File: src/core/uib_pkg.sv
// constants and carrier types for the interrupt ident / baud generator block
package uib_pkg;
  // register byte addresses on the bus
  localparam logic [4:0] ADDR_IDENT = 5'h00;
  localparam logic [4:0] ADDR_ENABLE = 5'h04;
  localparam logic [4:0] ADDR_DIV_LO = 5'h08;
  localparam logic [4:0] ADDR_DIV_HI = 5'h0c;
  localparam logic [4:0] ADDR_SCRATCH = 5'h10;
  localparam logic [4:0] ADDR_FIFO_CTRL = 5'h14;
  localparam logic [4:0] ADDR_MODEM_CTRL = 5'h18;
  localparam logic [4:0] ADDR_SPEED_CFG = 5'h1c;
  // reset values
  localparam logic [7:0] RST_ENABLE = 8'h00;
  localparam logic [7:0] RST_DIV_LO = 8'h00;
  localparam logic [7:0] RST_DIV_HI = 8'h00;
  localparam logic [7:0] RST_SCRATCH = 8'h00;
  localparam logic [7:0] RST_CTRL = 8'h00;
  // field positions
  localparam int EN_RX_READY = 0;
  localparam int EN_TX_EMPTY = 1;
  localparam int EN_RX_STATUS = 2;
  localparam int EN_MODEM = 3;
  localparam int FC_FIFO_EN = 0;
  localparam int FC_TRIG_LO = 6;
  localparam int MC_IRQ_OUT_EN = 3;
  localparam int SC_HS_LO = 6;
  // interrupt codes, bits 3..0
  localparam logic [3:0] CODE_NONE = 4'h1;
  localparam logic [3:0] CODE_RX_STATUS = 4'h6;
  localparam logic [3:0] CODE_RX_READY = 4'h4;
  localparam logic [3:0] CODE_TIMEOUT = 4'hc;
  localparam logic [3:0] CODE_TX_EMPTY = 4'h2;
  localparam logic [3:0] CODE_MODEM = 4'h0;
  // receive fifo trigger levels
  localparam logic [4:0] TRIG_0 = 5'h01;
  localparam logic [4:0] TRIG_1 = 5'h04;
  localparam logic [4:0] TRIG_2 = 5'h08;
  localparam logic [4:0] TRIG_3 = 5'h0e;
  // timing: core clock, 24 MHz reference, prescale to 1.8461 MHz
  localparam int HCLK_KHZ = 250000;
  localparam int REF_KHZ = 24000;
  localparam logic [7:0] ACC_STEP = 8'(REF_KHZ / 1000);
  localparam logic [7:0] ACC_WRAP = 8'(HCLK_KHZ / 1000);
  localparam logic [3:0] PRESCALE = 4'hd;
  // timeout: four characters of ten bits at 16 ticks per bit
  localparam int CHAR_BITS = 10;
  localparam int TOUT_CHARS = 4;
  localparam logic [9:0] TOUT_TICKS = 10'(TOUT_CHARS * CHAR_BITS * 16);

  typedef struct packed {
    logic rx_err_evt;
    logic rx_data_valid;
    logic [4:0] rx_fifo_count;
    logic char_rcvd;
    logic rx_buf_rd;
    logic line_status_rd;
    logic tx_empty_evt;
    logic tx_buf_wr;
    logic [3:0] modem_chg_evt;
    logic modem_status_rd;
  } uib_uart_in_t;
endpackage

File: src/core/uib_baud.sv
// baud generator: 24 MHz reference, prescaler and 16-bit divisor
`timescale 1ns/1ps
`default_nettype none
module uib_baud (
  input wire logic hclk,
  input wire logic hresetn,
  input wire logic [15:0] divisor,
  input wire logic high_speed,
  output logic tick16_r
);
  logic [7:0] acc_r;
  logic [8:0] acc_sum;
  logic ref_en_r;
  logic [3:0] pre_r;
  logic src_en;
  logic [15:0] cnt_r;

  // fractional accumulator keeps the 24 MHz average exact at 250 MHz
  assign acc_sum = {1'b0, acc_r} + {1'b0, uib_pkg::ACC_STEP};

  always_ff @(posedge hclk or negedge hresetn) begin
    if (!hresetn) begin
      acc_r <= 8'h00;
      ref_en_r <= 1'b0;
    end else if (acc_sum >= {1'b0, uib_pkg::ACC_WRAP}) begin
      acc_r <= 8'(acc_sum - {1'b0, uib_pkg::ACC_WRAP});
      ref_en_r <= 1'b1;
    end else begin
      acc_r <= acc_sum[7:0];
      ref_en_r <= 1'b0;
    end
  end

  // 24 MHz / 13 gives the 1.8461 MHz reference
  always_ff @(posedge hclk or negedge hresetn) begin
    if (!hresetn) begin
      pre_r <= 4'h0;
    end else if (ref_en_r) begin
      if (pre_r == 4'(uib_pkg::PRESCALE - 4'h1)) begin
        pre_r <= 4'h0;
      end else begin
        pre_r <= 4'(pre_r + 4'h1);
      end
    end
  end

  // high speed bypasses the prescaler
  assign src_en = high_speed ? ref_en_r :
                  (ref_en_r && pre_r == 4'(uib_pkg::PRESCALE - 4'h1));

  // a zero divisor stops the generator
  always_ff @(posedge hclk or negedge hresetn) begin
    if (!hresetn) begin
      cnt_r <= 16'h0000;
      tick16_r <= 1'b0;
    end else if (divisor == 16'h0000) begin
      cnt_r <= 16'h0000;
      tick16_r <= 1'b0;
    end else if (src_en && cnt_r >= 16'(divisor - 16'h0001)) begin
      cnt_r <= 16'h0000;
      tick16_r <= 1'b1;
    end else begin
      if (src_en) begin
        cnt_r <= 16'(cnt_r + 16'h0001);
      end
      tick16_r <= 1'b0;
    end
  end
endmodule
`default_nettype wire

File: src/core/uib_core.sv
// interrupt identification, enables, baud generator and scratch over AHB-Lite
//
// Summary of operation
// - ident bits 7:6 follow fifo enable
// - ident bits 5:4 always zero
// - timeout sets bits 3:2 in fifo mode
// - ident bit 0 low when any enabled source pending
// - prioritised four-bit pending source code
// - status cleared by status read; ready by reads
// - tx empty cleared by write or ident read
// - modem change flags raise, status read clears
// - each source gated by its enable bit
// - enable bits: modem, status, tx, rx
// - enable register upper nibble reads zero
// - reference 24/13 MHz divided by 16-bit divisor
// - output is 16x bit clock for link
// - high speed divides 24 MHz directly
// - scratch register stores and returns host value
// - irq pin driven only with output enable
// - fifo mode when fifo control bit 0
// - trigger level 1, 4, 8 or 14
`timescale 1ns/1ps
`default_nettype none
module uib_core (
  input wire logic hclk,
  input wire logic hresetn,
  input wire logic hsel,
  input wire logic [31:0] haddr,
  input wire logic [1:0] htrans,
  input wire logic hwrite,
  input wire logic [2:0] hsize,
  input wire logic [31:0] hwdata,
  input wire logic hready,
  output logic [31:0] hrdata,
  output logic hreadyout,
  output logic hresp,
  input wire uib_pkg::uib_uart_in_t uart_in,
  output logic irq_out,
  output logic irq_oe,
  output logic baud16_tick,
  output logic [7:0] fifo_ctrl,
  output logic [3:0] modem_changed
);
  logic [7:0] enable_r;
  logic [7:0] div_lo_r;
  logic [7:0] div_hi_r;
  logic [7:0] scratch_r;
  logic [7:0] fifo_ctrl_r;
  logic [7:0] modem_ctrl_r;
  logic [7:0] speed_cfg_r;
  logic [31:0] hrdata_r;
  logic hreadyout_r;
  logic wr_pend_r;
  logic [4:0] wr_addr_r;
  logic rx_status_r;
  logic tx_empty_r;
  logic [3:0] modem_chg_r;
  logic timeout_r;
  logic [9:0] idle_cnt_r;
  logic irq_out_r;
  logic irq_oe_r;
  logic tick16;
  logic addr_ok;
  logic rd_now;
  logic wr_now;
  logic fifo_mode;
  logic [4:0] trig;
  logic rx_ready;
  logic [3:0] code;
  logic [7:0] ident;
  logic ident_rd;
  logic [7:0] wdata;

  // trigger level lookup
  function automatic logic [4:0] trig_level(input logic [1:0] sel);
    case (sel)
      2'b00: trig_level = uib_pkg::TRIG_0;
      2'b01: trig_level = uib_pkg::TRIG_1;
      2'b10: trig_level = uib_pkg::TRIG_2;
      default: trig_level = uib_pkg::TRIG_3;
    endcase
  endfunction

  // only the eight word slots are decoded; anything else reads zero
  function automatic logic in_map(input logic [31:0] a);
    in_map = (a[31:5] == 27'h0000000) && (a[1:0] == 2'b00);
  endfunction

  assign fifo_mode = fifo_ctrl_r[uib_pkg::FC_FIFO_EN];
  assign trig = trig_level(fifo_ctrl_r[uib_pkg::FC_TRIG_LO +: 2]);
  assign wdata = hwdata[7:0];

  // bus address phase
  assign addr_ok = hsel && htrans[1] && hready && in_map(haddr);
  assign rd_now = addr_ok && !hwrite;
  assign wr_now = addr_ok && hwrite;
  assign ident_rd = rd_now && (haddr[4:0] == uib_pkg::ADDR_IDENT);

  // data ready is a level from the receive side: in fifo mode it
  // drops by itself once reads bring the count under the trigger
  always_comb begin
    if (fifo_mode) begin
      rx_ready = (uart_in.rx_fifo_count >= trig);
    end else begin
      rx_ready = uart_in.rx_data_valid;
    end
  end

  // priority encode of enabled sources
  always_comb begin
    if (rx_status_r && enable_r[uib_pkg::EN_RX_STATUS]) begin
      code = uib_pkg::CODE_RX_STATUS;
    end else if (rx_ready && enable_r[uib_pkg::EN_RX_READY]) begin
      code = uib_pkg::CODE_RX_READY;
    end else if (timeout_r && fifo_mode && enable_r[uib_pkg::EN_RX_READY]) begin
      code = uib_pkg::CODE_TIMEOUT;
    end else if (tx_empty_r && enable_r[uib_pkg::EN_TX_EMPTY]) begin
      code = uib_pkg::CODE_TX_EMPTY;
    end else if ((|modem_chg_r) && enable_r[uib_pkg::EN_MODEM]) begin
      code = uib_pkg::CODE_MODEM;
    end else begin
      code = uib_pkg::CODE_NONE;
    end
  end

  // timeout code only exists in fifo mode, so bit 3 is zero otherwise
  assign ident = {{2{fifo_mode}}, 2'b00, code};

  // bus response: zero wait state, always okay
  always_ff @(posedge hclk or negedge hresetn) begin
    if (!hresetn) begin
      hreadyout_r <= 1'b0;
    end else begin
      hreadyout_r <= 1'b1;
    end
  end

  // read data captured in the address phase, so the ident
  // value seen by the host is the one that a read clear acts on
  always_ff @(posedge hclk or negedge hresetn) begin
    if (!hresetn) begin
      hrdata_r <= 32'h00000000;
    end else if (rd_now) begin
      case (haddr[4:0])
        uib_pkg::ADDR_IDENT: hrdata_r <= {24'h000000, ident};
        uib_pkg::ADDR_ENABLE: hrdata_r <= {28'h0000000, enable_r[3:0]};
        uib_pkg::ADDR_DIV_LO: hrdata_r <= {24'h000000, div_lo_r};
        uib_pkg::ADDR_DIV_HI: hrdata_r <= {24'h000000, div_hi_r};
        uib_pkg::ADDR_SCRATCH: hrdata_r <= {24'h000000, scratch_r};
        uib_pkg::ADDR_FIFO_CTRL: hrdata_r <= {24'h000000, fifo_ctrl_r};
        uib_pkg::ADDR_MODEM_CTRL: hrdata_r <= {24'h000000, modem_ctrl_r};
        uib_pkg::ADDR_SPEED_CFG: hrdata_r <= {24'h000000, speed_cfg_r};
        default: hrdata_r <= 32'h00000000;
      endcase
    end else begin
      hrdata_r <= 32'h00000000;
    end
  end

  // write address held for the data phase
  always_ff @(posedge hclk or negedge hresetn) begin
    if (!hresetn) begin
      wr_pend_r <= 1'b0;
      wr_addr_r <= 5'h00;
    end else begin
      wr_pend_r <= wr_now;
      if (wr_now) begin
        wr_addr_r <= haddr[4:0];
      end
    end
  end

  // writable registers
  always_ff @(posedge hclk or negedge hresetn) begin
    if (!hresetn) begin
      enable_r <= uib_pkg::RST_ENABLE;
      div_lo_r <= uib_pkg::RST_DIV_LO;
      div_hi_r <= uib_pkg::RST_DIV_HI;
      scratch_r <= uib_pkg::RST_SCRATCH;
      fifo_ctrl_r <= uib_pkg::RST_CTRL;
      modem_ctrl_r <= uib_pkg::RST_CTRL;
      speed_cfg_r <= uib_pkg::RST_CTRL;
    end else if (wr_pend_r) begin
      case (wr_addr_r)
        uib_pkg::ADDR_ENABLE: enable_r <= {4'h0, wdata[3:0]};
        uib_pkg::ADDR_DIV_LO: div_lo_r <= wdata;
        uib_pkg::ADDR_DIV_HI: div_hi_r <= wdata;
        uib_pkg::ADDR_SCRATCH: scratch_r <= wdata;
        uib_pkg::ADDR_FIFO_CTRL: fifo_ctrl_r <= wdata;
        uib_pkg::ADDR_MODEM_CTRL: modem_ctrl_r <= wdata;
        uib_pkg::ADDR_SPEED_CFG: speed_cfg_r <= wdata;
        default: enable_r <= enable_r;
      endcase
    end
  end

  // receive status: set wins over the line status read
  always_ff @(posedge hclk or negedge hresetn) begin
    if (!hresetn) begin
      rx_status_r <= 1'b0;
    end else if (uart_in.rx_err_evt) begin
      rx_status_r <= 1'b1;
    end else if (uart_in.line_status_rd) begin
      rx_status_r <= 1'b0;
    end
  end

  // transmit empty: cleared by a buffer write, or by an ident read
  // that reported this source; a new empty event still wins
  always_ff @(posedge hclk or negedge hresetn) begin
    if (!hresetn) begin
      tx_empty_r <= 1'b0;
    end else if (uart_in.tx_empty_evt) begin
      tx_empty_r <= 1'b1;
    end else if (uart_in.tx_buf_wr) begin
      tx_empty_r <= 1'b0;
    end else if (ident_rd && code == uib_pkg::CODE_TX_EMPTY) begin
      tx_empty_r <= 1'b0;
    end
  end

  // modem change flags, per line; set wins over the status read
  always_ff @(posedge hclk or negedge hresetn) begin
    if (!hresetn) begin
      modem_chg_r <= 4'h0;
    end else if (uart_in.modem_status_rd) begin
      modem_chg_r <= uart_in.modem_chg_evt;
    end else begin
      modem_chg_r <= modem_chg_r | uart_in.modem_chg_evt;
    end
  end

  // idle timer in 16x ticks; restarts on a received character or a receive buffer read
  always_ff @(posedge hclk or negedge hresetn) begin
    if (!hresetn) begin
      idle_cnt_r <= 10'h000;
    end else if (uart_in.char_rcvd || uart_in.rx_buf_rd || !fifo_mode ||
                 uart_in.rx_fifo_count == 5'h00) begin
      idle_cnt_r <= 10'h000;
    end else if (tick16 && idle_cnt_r != uib_pkg::TOUT_TICKS) begin
      idle_cnt_r <= 10'(idle_cnt_r + 10'h001);
    end
  end

  always_ff @(posedge hclk or negedge hresetn) begin
    if (!hresetn) begin
      timeout_r <= 1'b0;
    end else begin
      timeout_r <= (idle_cnt_r == uib_pkg::TOUT_TICKS);
    end
  end

  // interrupt pin: level plus output enable from modem control
  always_ff @(posedge hclk or negedge hresetn) begin
    if (!hresetn) begin
      irq_out_r <= 1'b0;
      irq_oe_r <= 1'b0;
    end else begin
      irq_oe_r <= modem_ctrl_r[uib_pkg::MC_IRQ_OUT_EN];
      irq_out_r <= modem_ctrl_r[uib_pkg::MC_IRQ_OUT_EN] &&
                   (code != uib_pkg::CODE_NONE);
    end
  end

  uib_baud u_baud (
    .hclk(hclk),
    .hresetn(hresetn),
    .divisor({div_hi_r, div_lo_r}),
    .high_speed(speed_cfg_r[uib_pkg::SC_HS_LO +: 2] == 2'b11),
    .tick16_r(tick16)
  );

  assign hrdata = hrdata_r;
  assign hreadyout = hreadyout_r;
  assign hresp = 1'b0;
  assign irq_out = irq_out_r;
  assign irq_oe = irq_oe_r;
  assign baud16_tick = tick16;
  assign fifo_ctrl = fifo_ctrl_r;
  assign modem_changed = modem_chg_r;
endmodule
`default_nettype wire

File: config.mk
export PLATFORM = sky130hd
export DESIGN_NAME = uib_core
export DESIGN_NICKNAME = d
export VERILOG_FILES = /design/src/core/uib_pkg.sv /design/src/core/uib_baud.sv /design/src/core/uib_core.sv
export SDC_FILE = /design/constraint.sdc
export NUM_CORES = 1
export LEC_CHECK = 0
export ABC_AREA = 0
export BUFFER_PORTS_ARGS = -buffer_cell sky130_fd_sc_hd__buf_2
export CAP_MARGIN = 40
export CORE_ASPECT_RATIO = 1.75
export CORE_MARGIN = 1
export CORE_UTILIZATION = 35
export CTS_CLUSTER_SIZE = 28
export DETAILED_ROUTE_END_ITERATION = 8
export GPL_TIMING_DRIVEN = 0
export MAX_ROUTING_LAYER = met4
export PLACE_DENSITY_LB_ADDON = 0.1
export SLEW_MARGIN = 20
export SYNTH_ARGS = -nofsm -noshare
export SYNTH_HDL_FRONTEND = slang
export SYNTH_SLANG_ARGS = --single-unit
File: constraint.sdc
create_clock -name hclk -period 10.25 [get_ports hclk]
set_input_delay 3.075 -clock hclk [delete_from_list [all_inputs] [get_ports hclk]]
set_output_delay 3.075 -clock hclk [all_outputs]
set_load 0.03 [all_outputs]
-- Word level (Yosys, flattened, before mapping)
Cells that the tools add are included.
W data, S select, Z words.
- $add $sub $neg: 6
- order comparisons: 3
- equality and inequality tests: 22
- muxes and demuxes: 26
- bitwise logic cells: 1
- reduce and logical (&&, ||, !) cells: 41
- operators by type and width (operator ; count):
    $pmux W8 S8 ; 1
    $mux W16 ; 3
    $eq A5 B5 Y1 const B ; 8
    $mux W32 ; 1
    $logic_not A27 Y1 ; 1
    $eq A5 B4 Y1 const B ; 4
    $mux W10 ; 2
    $mux W4 ; 5
    $logic_and A1 B1 Y1 ; 18
    $add A16 B1 Y16 const B ; 1
    $ge A16 B16 Y1 ; 1
    $logic_not A16 Y1 ; 1
    $sub A16 B1 Y16 const B ; 1
    $reduce_and A2 Y1 ; 7
    $pmux W4 S3 ; 1
    $mux W1 ; 11
    $add A10 B1 Y10 const B ; 1
    $eq A10 B10 Y1 const B ; 1
    $eq A5 B3 Y1 const B ; 2
    $logic_not A5 Y1 ; 2
    $ne A10 B10 Y1 const B ; 1
    $add A8 B5 Y9 const B ; 1
    $ge A9 B8 Y1 const B ; 1
    $mux W8 ; 1
    16 further kinds ; 23
- register bits after elaboration: 140
- output and inout port bits: 49

-- Logic depth before layout (Yosys ltp)
- depth after elaboration: 12
- gate-level depth with buffers: 14
- mapped depth without buffers: 13

-- By module
From an unflattened synthesis, not the netlist that was laid out.
- cell total of the unflattened synthesis: 578
- area, all modules: 6348.6 sq um
- by module, submodules not included (module ; times used ; cells an instance ; area an instance (sq um) ; sequential area each (sq um)):
    uib_core ; 1 ; 337 ; 4182.8 ; 2152.1
    uib_baud ; 1 ; 241 ; 2165.8 ; 725.7

-- Worst setup path after synthesis
Ideal clock, no wire load.
- kind: in2reg
- from: input uart_in[10] (netlist name)
- to: register hrdata_r[1], in the netlist hrdata[1]
- setup time: 0.082 ns
- data arrival time: 4.822 ns
- setup slack: 5.346 ns
- stages: 8
- buffers on the path: 0
- path through: inv_1 -> ha_1 -> nor2b_1 -> o21ai_0 -> a2111oi_0 -> o21ai_0 -> or3b_2 -> a31oi_1
- word-level cells in the longest chain between the ends: 7
- ends and longest elaborated chain (element ; RTL line ; text):
    start: declaration ; uib_core.sv:37 ; input wire uib_pkg::uib_uart_in_t uart_in,
    $ge A5 B5 Y1 ; uib_core.sv:103 ; rx_ready = (uart_in.rx_fifo_count >= trig);
    $mux W1 ; uib_core.sv:102 ; if (fifo_mode) begin
    $logic_and A1 B1 Y1 ; uib_core.sv:113 ; end else if (rx_ready && enable_r[uib_pkg::EN_RX_READY]) begin
    $mux W4 ; uib_core.sv:113 ;
    $mux W4 ; uib_core.sv:111 ; if (rx_status_r && enable_r[uib_pkg::EN_RX_STATUS]) begin
    $pmux W8 S8 ; uib_core.sv:144 ; case (haddr[4:0])
    $mux W32 ; uib_core.sv:143 ; end else if (rd_now) begin
    end signal: assignment ; uib_core.sv:145 ; uib_pkg::ADDR_IDENT: hrdata_r <= {24'h000000, ident};
    end signal: assignment ; uib_core.sv:146 ; uib_pkg::ADDR_ENABLE: hrdata_r <= {28'h0000000, enable_r[3:0]};
    end signal: assignment ; uib_core.sv:147 ; uib_pkg::ADDR_DIV_LO: hrdata_r <= {24'h000000, div_lo_r};
    end: declaration ; uib_core.sv:51 ; logic [31:0] hrdata_r;
Every way passes these cells.
A chain may end at the register's enable or synchronous reset.

-- Final worst setup path
- from: input uart_in[12] (netlist name)
- to: register hrdata_r[1], in the netlist hrdata[1]
The elaborated chain is that of the path after synthesis.

==> flow_metrics.py <==
metrics = {
    "outcome": {
        "status": "completed",
    },
    "timing": {
        "maxSlewViolCount": 0,
        "hold_viol": 0,
        "tightest_slew_ns": 0.788,
        "max_freq_ghz": 0.196,
        "relSlewSlack_pct": 47.3,
        "setup_tns_ns": 0,
        "fin_worst_skew_ns": 0.00827,
        "rsz0062_at_grt": "no",
        "finalSetupViolations": 0,
        "period_share_pct": 49.7,
        "period_minus_slack_ns": 5.10,
        "hold_ws_ns": 0.463,
    },
    "floorplanning": {
        "dieArea_sq_um": 18200,
        "initial_core_util_pct": 36.1,
        "io-pin-count": 140,
        "rows": 63,
        "core_sq_um": 17100,
        "fp.dieH_um": 178,
        "die_w_um": 102,
    },
    "yosys": {
        "netlist-cell-type-count": 64,
        "yosys_warnings": 0,
        "postSynth.asyncResetShare_pct": 100,
        "syn-cell-area_sq_um": 6170,
        "syn_inst": 568,
        "synthTopCellsByArea": "dfrtp_1 (47%), mux2_2 (10%), ha_1 (5.9%)",
        "synth-edff-count": 0,
        "synth-seq-cells": 115,
        "yosysSeqAreaShare_pct": 46.7,
        "syn_area_per_cell_sq_um": 10.9,
        "yosysMostFrequentCell": "dfrtp_1",
        "synth_top_area_cell": "dfrtp_1",
        "synth_top_area_share_pct": 46.7,
        "synthFlopType": "dfrtp_1",
        "synth_commonest_cells": "dfrtp_1 (115), mux2_2 (55), nor2_1 (40)",
    },
    "drt": {
        "avgViaCountPerCell": 4.98,
        "post_drt_wl_per_cell_um": 16.5,
        "ant_nets": 0,
        "drt_iter0_markers": 259,
        "met3_length_um": 355,
        "drc": 0,
        "met1_length_um": 6190,
        "routed.top_layer": "met4",
        "wl_met2_um": 8660,
        "num_vias": 4680,
        "drt-total-wl_um": 15500,
        "drt_first_pass_iters": 5,
    },
    "setup_path": {
        "endpoint_kind": "flip-flop",
        "required_ns": 10.54,
        "r2r-start": "div_lo_r[0]",
        "startpoint_type": "input port",
        "crit_path_start": "uart_in[12]",
        "cp.arrival_ns": 5.39,
        "worstSetupPathType": "input port to flip-flop",
        "crit_fanout": 4,
    },
    "clocking": {
        "cts.sinks": 115,
        "insertion_delay_ns": 0.40,
        "cts_max_path_buffers": 2,
        "postCtsSetupBuffers": 0,
        "cts_tree": "done",
        "hold_buffers": 0,
        "h-tree-depth": 4,
        "cts_resized": 0,
        "cts_buffers": 17,
        "clkSlewWorstSetupHoldPaths_ns": 0.05,
        "root_buffer": "clkbuf_16",
    },
    "power_and_ir_drop": {
        "swShare_pct": 22.6,
        "p_sw_mw": 0.266,
        "powerDensity_nw_per_um2": 154,
        "p_comb_share_pct": 7.0,
        "p_int_mw": 0.914,
        "irDropWorstVdd_mv": 0.0914,
        "static-leakage-power_nw": 3.58,
        "p_clk_share_pct": 52.8,
        "seqPwrFrac_pct": 40.1,
    },
    "place": {
        "numPlacedInstances": 907,
        "gp_congestion": 0.764,
        "port_buffers": 86,
        "place_hpwl_um": 11700,
    },
    "finish": {
        "stdcell_count": 939,
        "drive_above_1_share_pct": 30.8,
        "num_antenna_cells": 0,
        "area_delta_synth_final_pct": 24.0,
        "final_nets": 819,
    },
    "global_routing": {
        "grt_first_pass_wirelength_um": 25100,
        "antenna_found_initial": 0,
        "gr-total-overflow": 0,
        "grt_usage_pct": 18.9,
        "first_global_vias": 4786,
        "grt_max_degree": 78,
    },
    "flow_run": {
        "max-cap-violations": 0,
    },
    "worst_hold_path": {
        "hp-class": "flip-flop to flip-flop",
        "hp-start": "modem_ctrl_r[3]",
    },
}
## state kept, by name, indices dropped and copies added, names as in the netlist, 5 cells and up
name and count:
wr_addr_r 5, modem_ctrl_r 8, u_baud.cnt_r 16, div_lo_r 8
speed_cfg_r 8, u_baud.acc_r 7, scratch_r 8, idle_cnt_r 10
fifo_ctrl 8, hrdata 8, div_hi_r 8
## through the flow
step           setup WS (ns)  power [mW]  util [%]  cell area (sq um)
6_report                5.15        1.18      44.7               7640
5_1_grt                 4.96        1.23      44.7               7640
4_1_cts                 5.10        1.20      44.7               7640
3_5_place_dp            4.69       0.565      41.1               7030
3_3_place_gp            4.62       0.561      40.8               6970
2_1_floorplan           5.35       0.526         -               6260
## power groups by stage
stage / clock network, mW / registers, mW / logic (mW)
2_1_floorplan: 0 / 0.485 / 0.0411
3_3_place_gp: 0 / 0.481 / 0.0800
3_5_place_dp: 0 / 0.482 / 0.0838
4_1_cts: 0.638 / 0.474 / 0.0842
5_1_grt: 0.659 / 0.475 / 0.0919
6_report: 0.624 / 0.474 / 0.0827
## cell families (layout without fill, tap and decap cells)
kind of cell | count (synthesis) | count (layout) | share of synthesized area [%]
AO/OA/AOI/OAI | 94 | 94 | 11.0
XOR/XNOR | 37 | 37 | 5.25
adder cells (fa/ha/maj) | 30 | 30 | 6.05
buffers and inverters | 58 | 178 | 5.30
flip-flops | 115 | 115 | 46.7
multiplexers | 56 | 56 | 10.2
other | 2 | 26 | 0.122
AND/OR/NAND/NOR | 176 | 176 | 15.4
## per-layer routing
metal  vias up  track usage (%)
li1       2282                -
met1      2288             20.9
met2        91             33.6
met3        19             3.07
met4         0             6.90
met5         -                -
## final cells by class
cell class	instances	area [sq um]
Buffer	35	240
Clock buffer	21	460
Clock inverter	11	158
Fill cell	1662	9460
Inverter	23	86.3
Multi-Input combinational cell	419	3070
Sequential cell	115	2880
Tap cell	227	284
Timing Repair Buffer	88	469
## layout by cell type (no fill, tap or decap), drive strengths merged, types with 4 or more instances in the layout
master	synthesis	routed
nand4	11	11
and3	10	10
a31oi	8	8
nor2	41	41
nand2b	4	4
a222oi	5	5
ha	29	29
nor3	12	12
inv	23	23
clkinv	0	6
nor4	12	12
dfrtp	115	115
nand2	37	37
conb	2	26
o21ai	22	22
and2	6	6
xnor2	18	18
buf	27	115
mux2	55	55
xor2	19	19
nor2b	6	6
nand3	12	12
clkbuf	8	29
and4	6	6
or3	6	6
a21o	6	6
a221oi	5	5
bufinv	0	4
a22o	4	4
a21oi	10	10
a22oi	10	10
## path summary, 6_finish.rpt
| path | depth (start not counted) | slack (ns) | endpoint |
|---|---|---|---|
| setup / recovery | 8 | 5.15 | hrdata[1] |
| hold reg to reg | 0 | 0.46 | irq_oe |
| hold / removal | 0 | 0.46 | irq_oe |
| setup reg to reg | 14 | 6.43 | u_baud.cnt_r[9] |
| max in group asynchronous | 2 | 6.95 | div_hi_r[3] |
| min in group asynchronous | 1 | 2.58 | u_baud.pre_r[1] |
## critical path: stages
cell and delay [ns]:
buf_2 0.11, ha_1 0.31, a21oi_1 0.12, o21ai_0 0.08, a2111oi_0 0.62, o21ai_0 0.29, or3b_2 0.53, a31oi_1 0.25
Power figures use the tool's default switching activity.
